**config.mk**
```make
export PLATFORM = sky130hd
export DESIGN_NAME = i2c_master_command_sequencer
export DESIGN_NICKNAME = d
export VERILOG_FILES = /design/src/hw/i2c_master_pkg.sv /design/src/hw/i2c_master_command_sequencer.sv /design/src/hw/i2c_tick_gen.sv /design/src/hw/i2c_line_watch.sv
export SDC_FILE = /design/constraint.sdc
export NUM_CORES = 1
export LEC_CHECK = 0
export ABC_AREA = 1
export BUFFER_PORTS_ARGS = -buffer_cell sky130_fd_sc_hd__clkbuf_2
export CAP_MARGIN = 10
export CORE_MARGIN = 2
export CORE_UTILIZATION = 35
export CTS_CLUSTER_DIAMETER = 50
export DETAILED_ROUTE_END_ITERATION = 8
export MAX_ROUTING_LAYER = met4
export PLACE_DENSITY_LB_ADDON = 0.3
export RECOVER_POWER = 25
export SLEW_MARGIN = 20
export SYNTH_ARGS = -nofsm -noshare
export SYNTH_HDL_FRONTEND = slang
export SYNTH_SLANG_ARGS = --single-unit
```
**constraint.sdc**
```tcl
create_clock -name clk_in -period 2.6 [get_ports clk_in]
set_clock_uncertainty 0.15 [all_clocks]
set_input_delay 0.52 -clock clk_in [delete_from_list [all_inputs] [get_ports clk_in]]
set_output_delay 0.52 -clock clk_in [all_outputs]
set_load 0.03 [all_outputs]
```
**src/hw/i2c_master_pkg.sv**
```systemverilog
// Summary of operation
// - Bit period is twenty ticks of period plus one
// - Target register: seven address bits, one direction
// - Address in bits 7:1, direction in bit 0
// - Command bits: ack, stop, start, run
// - Start bit makes START or repeated START
// - Stop bit ends cycle or keeps burst
// - Ack bit acknowledges received bytes automatically
// - Completion or abort raises interrupt, data readable
// - Bus occupied follows any START and STOP
// - Status bit 4 reports lost arbitration
// - Status bit 3 reports data not acknowledged
// - Status bit 2 reports address not acknowledged
// - Status bit 1 is any of those errors
// - Status bit 0 busy during commanded operation
// - Idle send without stop enters transmit
// - Idle send with stop returns to idle
// - Idle receive without ack sends negative ack
// - Idle receive with stop returns to idle
// - Idle receive with ack enters receive state
// - Transmit: run sends, stop ends, both combine
// - Transmit: repeated START then send, optional stop
// - Transmit: repeated START then receive, ack choice
package i2c_master_pkg;
  localparam logic [7:0] OFS_TARGET = 8'h00;
  localparam logic [7:0] OFS_CMD = 8'h04;
  localparam logic [7:0] OFS_DATA = 8'h08;
  localparam logic [7:0] OFS_PERIOD = 8'h0C;
  localparam logic [7:0] OFS_IMASK = 8'h10;
  localparam logic [7:0] OFS_IRAW = 8'h14;
  localparam logic [7:0] OFS_IMASKED = 8'h18;
  localparam logic [7:0] OFS_ICLR = 8'h1C;
  localparam logic [7:0] OFS_CONFIG = 8'h20;
  localparam logic [7:0] RST_PERIOD = 8'h01;
  localparam logic [7:0] CFG_MASK = 8'h31;
  localparam int TGT_DIR_BIT = 0;
  localparam int CMD_ACK_BIT = 3;
  localparam int CMD_STOP_BIT = 2;
  localparam int CMD_START_BIT = 1;
  localparam int CMD_RUN_BIT = 0;
  localparam int ST_BUS_OCC = 6;
  localparam int ST_IDLE = 5;
  localparam int ST_ARB = 4;
  localparam int ST_DNACK = 3;
  localparam int ST_ANACK = 2;
  localparam int ST_ERR = 1;
  localparam int ST_BUSY = 0;
  localparam int SCL_LOW_PHASE = 6;
  localparam int SCL_HIGH_PHASE = 4;
  localparam logic [4:0] BIT_TICKS = 5'(2 * (SCL_LOW_PHASE + SCL_HIGH_PHASE));
  localparam logic [4:0] HIGH_START = 5'(2 * SCL_LOW_PHASE);
  localparam logic [4:0] SAMPLE_TICK = 5'(2 * SCL_LOW_PHASE + SCL_HIGH_PHASE);
  localparam logic [3:0] ACK_SLOT = 4'h8;
  localparam logic [1:0] RESP_OKAY = 2'b00;
  localparam logic [1:0] RESP_SLVERR = 2'b10;
  typedef enum logic [1:0] {M_IDLE = 2'b00, M_TX = 2'b01, M_RX = 2'b10} ctl_mode_t;
  typedef enum logic [2:0] {
    SQ_IDLE = 3'b000, SQ_START = 3'b001, SQ_ADDR = 3'b010, SQ_DATA = 3'b011, SQ_STOP = 3'b100
  } seq_t;
endpackage

```
**src/hw/i2c_master_command_sequencer.sv**
```systemverilog
// Design decision made here: the AXI4-Lite slave port.
`timescale 1ns/1ns
module i2c_master_command_sequencer (
  input wire logic clk_in, // System clock, 250 MHz
  input wire logic nrst_in, // Async reset, active low
  input wire logic [7:0] axi_awaddr_in, // Write address
  input wire logic axi_awvalid_in, // Write address valid
  output logic axi_awready_out, // Write address ready
  input wire logic [31:0] axi_wdata_in, // Write data
  input wire logic [3:0] axi_wstrb_in, // Write strobes
  input wire logic axi_wvalid_in, // Write data valid
  output logic axi_wready_out, // Write data ready
  output logic [1:0] axi_bresp_out, // Write response
  output logic axi_bvalid_out, // Write response valid
  input wire logic axi_bready_in, // Write response ready
  input wire logic [7:0] axi_araddr_in, // Read address
  input wire logic axi_arvalid_in, // Read address valid
  output logic axi_arready_out, // Read address ready
  output logic [31:0] axi_rdata_out, // Read data
  output logic [1:0] axi_rresp_out, // Read response
  output logic axi_rvalid_out, // Read data valid
  input wire logic axi_rready_in, // Read data ready
  input wire logic scl_in, // Clock line level
  output logic scl_level_out, // Clock line drive level
  output logic scl_oe_out, // Clock line pulled low
  input wire logic sda_in, // Data line level
  output logic sda_level_out, // Data line drive level
  output logic sda_oe_out, // Data line pulled low
  output logic irq_out // Masked completion interrupt
);
  import i2c_master_pkg::*;

  typedef struct packed {
    ctl_mode_t mode;
    seq_t seq;
    logic busy;
    logic arb;
    logic dnack;
    logic anack;
    logic err;
    logic rx;
    logic ackb;
    logic stopp;
    logic scl_oe;
    logic sda_oe;
    logic imask;
    logic iraw;
    logic bvalid;
    logic rvalid;
    logic [7:0] tgt;
    logic [7:0] data;
    logic [7:0] clock_period_value;
    logic [7:0] cfg;
    logic [7:0] sh;
    logic [3:0] bitc;
    logic [4:0] ph;
    logic [1:0] bresp;
    logic [1:0] rresp;
    logic [31:0] rdata;
  } main_state_t;

  main_state_t st_r, st_nxt;
  logic tick_w, occ_w, wr_go, rd_go, cmd_wr;
  logic [7:0] wd;

  // --------------------------------------------------------------
  // Bit timing and bus watch
  // --------------------------------------------------------------
  i2c_tick_gen u_tick (
    .clk_in(clk_in),
    .nrst_in(nrst_in),
    .period_in(st_r.clock_period_value),
    .tick_out(tick_w)
  );

  i2c_line_watch u_watch (
    .clk_in(clk_in),
    .nrst_in(nrst_in),
    .scl_in(scl_in),
    .sda_in(sda_in),
    .occupied_out(occ_w)
  );

  // --------------------------------------------------------------
  // Bus handshakes
  // --------------------------------------------------------------
  assign wd = axi_wdata_in[7:0];
  assign wr_go = axi_awvalid_in && axi_wvalid_in && !st_r.bvalid;
  assign rd_go = axi_arvalid_in && !st_r.rvalid;
  assign cmd_wr = wr_go && axi_awaddr_in == OFS_CMD && axi_wstrb_in[0];

  // --------------------------------------------------------------
  // Registers, command decode and bit engine
  // --------------------------------------------------------------
  always_comb begin
    logic c_go;
    logic c_rx;
    logic c_stop;
    logic adv;
    logic drv;
    logic txbit;
    ctl_mode_t c_next;
    st_nxt = st_r;
    c_go = 1'b0;
    c_rx = (st_r.mode == M_RX);
    c_stop = wd[CMD_STOP_BIT];
    adv = 1'b0;
    drv = 1'b1;
    txbit = 1'b0;
    c_next = M_IDLE;
    // Command decode against the current controller state
    if (wd[CMD_START_BIT] && wd[CMD_RUN_BIT]) begin
      c_rx = st_r.tgt[TGT_DIR_BIT];
      if (st_r.mode == M_TX && c_rx && !wd[CMD_ACK_BIT] && c_stop) begin
        c_rx = 1'b0;
      end
      c_go = !(c_rx && wd[CMD_ACK_BIT] && c_stop);
    end else if (!wd[CMD_START_BIT] && st_r.mode != M_IDLE) begin
      if (wd[CMD_RUN_BIT]) begin
        c_go = !(c_rx && wd[CMD_ACK_BIT] && c_stop);
      end else begin
        c_go = c_stop;
      end
    end
    c_next = c_stop ? M_IDLE : (c_rx ? M_RX : M_TX);
    if (st_r.bvalid && axi_bready_in) begin
      st_nxt.bvalid = 1'b0;
    end
    if (st_r.rvalid && axi_rready_in) begin
      st_nxt.rvalid = 1'b0;
    end
    // Register writes
    if (wr_go) begin
      st_nxt.bvalid = 1'b1;
      st_nxt.bresp = RESP_OKAY;
      case (axi_awaddr_in)
        OFS_TARGET: if (axi_wstrb_in[0]) st_nxt.tgt = wd;
        OFS_DATA: if (axi_wstrb_in[0]) st_nxt.data = wd;
        OFS_PERIOD: if (axi_wstrb_in[0]) st_nxt.clock_period_value = wd;
        OFS_IMASK: if (axi_wstrb_in[0]) st_nxt.imask = wd[0];
        OFS_ICLR: if (axi_wstrb_in[0] && wd[0]) st_nxt.iraw = 1'b0;
        OFS_CONFIG: if (axi_wstrb_in[0]) st_nxt.cfg = wd & CFG_MASK;
        OFS_CMD, OFS_IRAW, OFS_IMASKED: ;
        default: st_nxt.bresp = RESP_SLVERR;
      endcase
    end
    // Accept a command only while the controller is free
    if (cmd_wr && !st_r.busy && c_go) begin
      st_nxt.busy = 1'b1;
      st_nxt.mode = c_next;
      st_nxt.rx = c_rx;
      st_nxt.ackb = wd[CMD_ACK_BIT];
      st_nxt.stopp = c_stop;
      st_nxt.arb = 1'b0;
      st_nxt.dnack = 1'b0;
      st_nxt.anack = 1'b0;
      st_nxt.err = 1'b0;
      st_nxt.ph = 5'h00;
      st_nxt.bitc = 4'h0;
      st_nxt.sh = st_r.data;
      if (!wd[CMD_RUN_BIT]) begin
        st_nxt.seq = SQ_STOP;
      end else if (wd[CMD_START_BIT]) begin
        st_nxt.seq = SQ_START;
      end else begin
        st_nxt.seq = SQ_DATA;
      end
    end
    // Register reads
    if (rd_go) begin
      st_nxt.rvalid = 1'b1;
      st_nxt.rresp = RESP_OKAY;
      st_nxt.rdata = '0;
      case (axi_araddr_in)
        OFS_TARGET: st_nxt.rdata[7:0] = st_r.tgt;
        OFS_CMD: begin
          st_nxt.rdata[ST_BUS_OCC] = occ_w;
          st_nxt.rdata[ST_IDLE] = st_r.mode == M_IDLE && !st_r.busy;
          st_nxt.rdata[ST_ARB] = st_r.arb;
          st_nxt.rdata[ST_DNACK] = st_r.dnack;
          st_nxt.rdata[ST_ANACK] = st_r.anack;
          st_nxt.rdata[ST_ERR] = st_r.err;
          st_nxt.rdata[ST_BUSY] = st_r.busy;
        end
        OFS_DATA: st_nxt.rdata[7:0] = st_r.data;
        OFS_PERIOD: st_nxt.rdata[7:0] = st_r.clock_period_value;
        OFS_IMASK: st_nxt.rdata[0] = st_r.imask;
        OFS_IRAW: st_nxt.rdata[0] = st_r.iraw;
        OFS_IMASKED: st_nxt.rdata[0] = st_r.iraw && st_r.imask;
        OFS_CONFIG: st_nxt.rdata[7:0] = st_r.cfg;
        OFS_ICLR: ;
        default: st_nxt.rresp = RESP_SLVERR;
      endcase
    end
    // Value offered on the data line for the current bit
    unique case (st_r.seq)
      SQ_IDLE: drv = 1'b1;
      SQ_START: drv = 1'b1;
      SQ_STOP: drv = 1'b0;
      SQ_ADDR: begin
        txbit = st_r.bitc != ACK_SLOT;
        drv = txbit ? st_r.sh[7] : 1'b1;
      end
      SQ_DATA: begin
        txbit = !st_r.rx && st_r.bitc != ACK_SLOT;
        if (st_r.rx) begin
          drv = (st_r.bitc == ACK_SLOT) ? !st_r.ackb : 1'b1;
        end else begin
          drv = txbit ? st_r.sh[7] : 1'b1;
        end
      end
    endcase
    // Clock stretching holds the phase while the line stays low
    if (st_r.seq != SQ_IDLE && tick_w) begin
      adv = !(st_r.ph >= HIGH_START && !st_r.scl_oe && !scl_in);
    end
    if (adv) begin
      st_nxt.ph = st_r.ph + 5'h01;
      if (st_r.ph == 5'h00) begin
        st_nxt.scl_oe = 1'b1;
        st_nxt.sda_oe = !drv;
      end
      if (st_r.ph == HIGH_START) begin
        st_nxt.scl_oe = 1'b0;
      end
      if (st_r.ph == SAMPLE_TICK) begin
        if (st_r.seq == SQ_START) begin
          st_nxt.sda_oe = 1'b1;
        end else if (st_r.seq == SQ_STOP) begin
          st_nxt.sda_oe = 1'b0;
        end else if (txbit && drv && !sda_in) begin
          st_nxt.arb = 1'b1;
          st_nxt.err = 1'b1;
          st_nxt.scl_oe = 1'b0;
          st_nxt.sda_oe = 1'b0;
          st_nxt.seq = SQ_IDLE;
          st_nxt.mode = M_IDLE;
          st_nxt.busy = 1'b0;
          st_nxt.iraw = 1'b1;
        end else if (st_r.seq == SQ_ADDR && !txbit) begin
          st_nxt.anack = sda_in;
          st_nxt.err = sda_in;
        end else if (st_r.seq == SQ_DATA && !st_r.rx && !txbit) begin
          st_nxt.dnack = sda_in;
          st_nxt.err = sda_in;
        end else if (st_r.seq == SQ_DATA && st_r.rx && st_r.bitc != ACK_SLOT) begin
          st_nxt.sh = {st_r.sh[6:0], sda_in};
        end
      end
      if (st_r.ph == BIT_TICKS - 5'h01) begin
        st_nxt.ph = 5'h00;
        unique case (st_r.seq)
          SQ_IDLE: ;
          SQ_START: begin
            st_nxt.seq = SQ_ADDR;
            st_nxt.bitc = 4'h0;
            st_nxt.sh = st_r.tgt;
          end
          SQ_ADDR: begin
            if (st_r.bitc != ACK_SLOT) begin
              st_nxt.bitc = st_r.bitc + 4'h1;
              st_nxt.sh = {st_r.sh[6:0], 1'b0};
            end else if (st_r.anack) begin
              st_nxt.seq = SQ_STOP;
              st_nxt.mode = M_IDLE;
            end else begin
              st_nxt.seq = SQ_DATA;
              st_nxt.bitc = 4'h0;
              st_nxt.sh = st_r.data;
            end
          end
          SQ_DATA: begin
            if (st_r.bitc != ACK_SLOT) begin
              st_nxt.bitc = st_r.bitc + 4'h1;
              if (!st_r.rx) begin
                st_nxt.sh = {st_r.sh[6:0], 1'b0};
              end
            end else begin
              if (st_r.rx) begin
                st_nxt.data = st_r.sh;
              end
              if (st_r.dnack || st_r.stopp) begin
                st_nxt.seq = SQ_STOP;
                st_nxt.mode = M_IDLE;
              end else begin
                st_nxt.seq = SQ_IDLE;
                st_nxt.scl_oe = 1'b1;
                st_nxt.sda_oe = 1'b0;
                st_nxt.busy = 1'b0;
                st_nxt.iraw = 1'b1;
              end
            end
          end
          SQ_STOP: begin
            st_nxt.seq = SQ_IDLE;
            st_nxt.busy = 1'b0;
            st_nxt.iraw = 1'b1;
          end
        endcase
      end
    end
  end

  always_ff @(posedge clk_in or negedge nrst_in) begin
    if (!nrst_in) begin
      st_r <= '0;
      st_r.clock_period_value <= RST_PERIOD;
    end else begin
      st_r <= st_nxt;
    end
  end

  // --------------------------------------------------------------
  // Outputs
  // --------------------------------------------------------------
  assign axi_awready_out = wr_go;
  assign axi_wready_out = wr_go;
  assign axi_bvalid_out = st_r.bvalid;
  assign axi_bresp_out = st_r.bresp;
  assign axi_arready_out = !st_r.rvalid;
  assign axi_rvalid_out = st_r.rvalid;
  assign axi_rdata_out = st_r.rdata;
  assign axi_rresp_out = st_r.rresp;
  assign scl_level_out = 1'b0;
  assign sda_level_out = 1'b0;
  assign scl_oe_out = st_r.scl_oe;
  assign sda_oe_out = st_r.sda_oe;
  assign irq_out = st_r.iraw && st_r.imask;
endmodule // i2c_master_command_sequencer

```
**src/hw/i2c_tick_gen.sv**
```systemverilog
`timescale 1ns/1ns
module i2c_tick_gen (
  input wire logic clk_in, // System clock
  input wire logic nrst_in, // Async reset, active low
  input wire logic [7:0] period_in, // Programmed period value
  output logic tick_out // One pulse per period plus one
);
  import i2c_master_pkg::*;
  typedef struct packed {
    logic [7:0] cnt;
    logic tick;
  } tick_state_t;
  tick_state_t st_r, st_nxt;
  logic [7:0] gap_r;

  always_comb begin
    st_nxt = st_r;
    st_nxt.tick = (st_r.cnt >= period_in);
    st_nxt.cnt = st_nxt.tick ? 8'h00 : st_r.cnt + 8'h01;
  end

  always_ff @(posedge clk_in or negedge nrst_in) begin
    if (!nrst_in) begin
      st_r <= '0;
      gap_r <= 8'h00;
    end else begin
      st_r <= st_nxt;
      gap_r <= st_r.tick ? 8'h00 : gap_r + 8'h01;
    end
  end

  assign tick_out = st_r.tick;
endmodule // i2c_tick_gen

```
**src/hw/i2c_line_watch.sv**
```systemverilog
`timescale 1ns/1ns
module i2c_line_watch (
  input wire logic clk_in, // System clock
  input wire logic nrst_in, // Async reset, active low
  input wire logic scl_in, // Clock line level
  input wire logic sda_in, // Data line level
  output logic occupied_out // Bus seen busy
);
  import i2c_master_pkg::*;
  typedef struct packed {
    logic scl_q;
    logic sda_q;
    logic occ;
  } watch_state_t;
  watch_state_t st_r, st_nxt;
  logic start_w, stop_w;

  assign start_w = st_r.scl_q && scl_in && st_r.sda_q && !sda_in;
  assign stop_w = st_r.scl_q && scl_in && !st_r.sda_q && sda_in;

  always_comb begin
    st_nxt = st_r;
    st_nxt.scl_q = scl_in;
    st_nxt.sda_q = sda_in;
    if (start_w) begin
      st_nxt.occ = 1'b1;
    end else if (stop_w) begin
      st_nxt.occ = 1'b0;
    end
  end

  always_ff @(posedge clk_in or negedge nrst_in) begin
    if (!nrst_in) begin
      st_r <= 3'b110;
    end else begin
      st_r <= st_nxt;
    end
  end

  assign occupied_out = st_r.occ;
endmodule // i2c_line_watch

```
==> impl_metrics.yaml <==
worst_setup_path:
  r2r_cells: 13
  r2r_start: "axi_bvalid_out"
  cp.required_ps: 2700
  end_kind: "register"
  startpoint: "axi_bvalid_out"
  startpoint_type: "register"
  reg2reg_to: "st_r[47]"
  crit_end: "st_r[47]"
  reg2reg_setup_slack_ps: 420
  crit_path_max_fanout: 9
  worst-setup-path-type: "reg -> reg"
  crit_arrival_ps: 2270
sta:
  fin_ws_ps: 421
  slew_violations: 0
  relSlewSlack: 0.405
  finalSetupViolations: 0
  period_needed_ps: 2180
  fmax_mhz: 459
  tns_ps: 0
  fin_crit_sh: 0.838
  worst_pin_slew_ps: 893
  hold_viol: 0
  grt_setup_unrepaired: "no"
  holdWs_ps: 169
clocking:
  clock_path_buffers: 2
  post_cts_buffers: 0
  worstSkewPairLatency_ps: 350
  post_cts_resized: 0
  cts_made_buffers: 9
  clk_pin_slew_worst_paths_ps: 60
  clockRootBuffer: "clkbuf_16"
  cts-hold-fix-buffers: 1
  cts_max_level: 3
  tritoncts: "done"
  clock_sinks: 85
detailed_routing:
  wl_met2_um: 6610
  drc: 0
  num_vias: 5052
  highest_layer: "met4"
  wl_met1_um: 7140
  wl_met3_um: 850
  drt_iter0_markers: 389
  vias_per_cell: 4.94
  dr.pass1.iters: 5
  ant_nets: 0
  wire_per_inst_um: 14.5
  wirelength_um: 14800
power_and_ir_drop:
  ir_drop_uv: 520
  power.density_nw_per_um2: 701
  cellLeakagePower_nw: 3.03
floorplan:
  die_area_um2: 16900
  rows: 46
  die_x_um: 130
  pin_count: 107
  coreArea_um2: 15700
  die_height_um: 130
  initial_core_util: 0.354
placement:
  dpl_worst_slack_ps: 376
  port_buffers: 51
  gp_congestion: 0.890
  dp_hpwl_um: 11200
logic_synthesis:
  synth_edf_count: 0
  yosys_warnings: 0
  netlist_instances: 747
  syn_area_um2: 5560
  ys_ff_latch: 85
  ys.flop_type: "dfrtp_1"
  avgSynthCellArea_um2: 7.44
  ys_seq_area_frac: 0.383
  async_reset_ff_frac: 1.00
  yosysUniqueCellTypes: 52
global_route:
  grt_max_degree: 39
  grt_pass1_vias: 4723
  grt_overflow: 0
  antenna_found_initial: 0
  grt_pass1_wl_um: 24400
  gr-usage-all-layers: 0.193
flow_run:
  drv_cap: 0
final_layout:
  antennaDiodeCount: 0
  fill_cells: 1664
  drive_gt1_frac: 0.144
  fin_nets: 875
  syn_to_final_growth_pct: 11.6
min_path:
  hp-start: "scl_in"
  hp-class: "in -> reg"
status:
  outcome: "finished clean"
## per-stage QoR
stage | utilization | total power [W] | cells | cell area [um^2]
3_5_place_dp | 0.379 | 0.00315 | 1005 | 5960
3_3_place_gp | 0.379 | 0.00314 | 1005 | 5960
2_1_floorplan | - | 0.00278 | 774 | 5660
4_1_cts | 0.397 | 0.00438 | 1022 | 6240
6_report | 0.395 | 0.00435 | 1022 | 6200
5_1_grt | 0.395 | 0.00464 | 1022 | 6200
## layout make-up
cell class              instances  area, um^2  share of cell area
well taps                     216         270              0.0436
clock buffers                  12         246              0.0397
inverters                     111         417              0.0672
clock inverters                 4        25.0             0.00403
multi-input cells             528        2750               0.443
flip-flops and latches         85        2130               0.343
repair buffers                 66         364              0.0587
## registers in the layout, indices dropped and copies added, names as in the netlist
signal	flops
u_tick.st_r	8
axi_rvalid_out	1
u_tick.tick_out	1
sda_oe_out	1
u_watch.st_r	2
st_r	59
axi_rdata_out	8
scl_oe_out	1
axi_bresp_out	1
u_watch.occupied_out	1
axi_bvalid_out	1
axi_rresp_out	1
## cells in the mapped netlist, types with 4 or more instances
library cell	n	share of area
a21oi_1	27	0.024
nor2_1	45	0.030
nand3_2	5	0.0090
clkbuf_1	5	0.0034
nor2_2	5	0.0056
o22ai_1	5	0.0056
a221oi_1	5	0.0079
o21ai_1	10	0.0090
o31ai_1	5	0.0068
nand2_1	170	0.11
nand4_1	6	0.0068
inv_2	9	0.0061
a31oi_1	10	0.011
o21ai_0	58	0.052
dfrtp_1	82	0.37
xor2_1	4	0.0063
inv_1	101	0.068
buf_2	5	0.0045
a211oi_1	5	0.0068
ha_1	13	0.029
buf_4	39	0.053
o211ai_1	7	0.0095
o2111ai_1	5	0.0079
nand3_1	63	0.057
nor2_4	5	0.010
nor3_1	15	0.014
## worst min-delay path by stage
stage,endpoint,slack [ps],cells past startpoint
2_1_floorplan,axi_bresp_out[1],70,0
3_3_place_gp,axi_rdata_out[3],310,2
3_5_place_dp,axi_rdata_out[3],320,2
4_1_cts,u_watch.st_r[2],140,1
5_1_grt,u_watch.st_r[2],160,1
6_report,u_watch.st_r[2],170,1
## cell families (layout without fill, tap and decap cells)
group / count (synthesis) / count (layout) / share of synthesized area
XOR/XNOR: 6 / 6 / 0.00946
AND/OR/NAND/NOR: 331 / 331 / 0.277
AO/OA/AOI/OAI: 150 / 150 / 0.163
flip-flops: 85 / 85 / 0.383
other: 1 / 28 / 0.000675
adder cells (fa/ha/maj): 13 / 13 / 0.0293
buffers and inverters: 161 / 193 / 0.138
## metal layers
| layer | global-route usage | vias up |
|---|---|---|
| met4 | 0.0563 | 0 |
| met2 | 0.292 | 164 |
| li1 | - | 2520 |
| met3 | 0.0344 | 16 |
| met1 | 0.265 | 2352 |
| met5 | - | - |
## worst max-delay path, stage by stage, from the launching register on
cell	delay (ps)
dfrtp_1	380
inv_2	50
nand3_1	230
nor2_8	230
nand3_2	120
nor2_4	120
buf_4	190
nand3_1	100
nand3_1	140
nand3_1	80
nand2_1	80
nand3_1	70
nand2_1	70
nand2_1	50
## where the power goes
part | switching (W) | internal [W] | total (W) | leakage (nW)
clock network | 0.000542 | 0.000671 | 0.00121 | 0.129
logic | 0.000984 | 0.000483 | 0.00147 | 1.82
registers | 0.000163 | 0.00150 | 0.00167 | 1.09
total | 0.00169 | 0.00266 | 0.00435 | 3.03
## cell usage in the layout, fill, tap and decap left out, drive strengths merged, types with 2 or more instances in the layout
cell	count
nand2	176
inv	110
dfrtp	82
nand3	70
o21ai	69
clkbuf	65
nor2	56
conb	28
a21oi	27
nor3	15
ha	13
buf	12
a31oi	10
o211ai	8
nand4	6
a211oi	6
a221oi	5
o31ai	5
o22ai	5
o2111ai	5
xor2	4
nor3b	3
dfstp	3
clkinv	3
o221ai	2
xnor2	2
nor4	2
clkinvlp	2
or2	2
No activity file was read; power rests on OpenSTA's default activity.
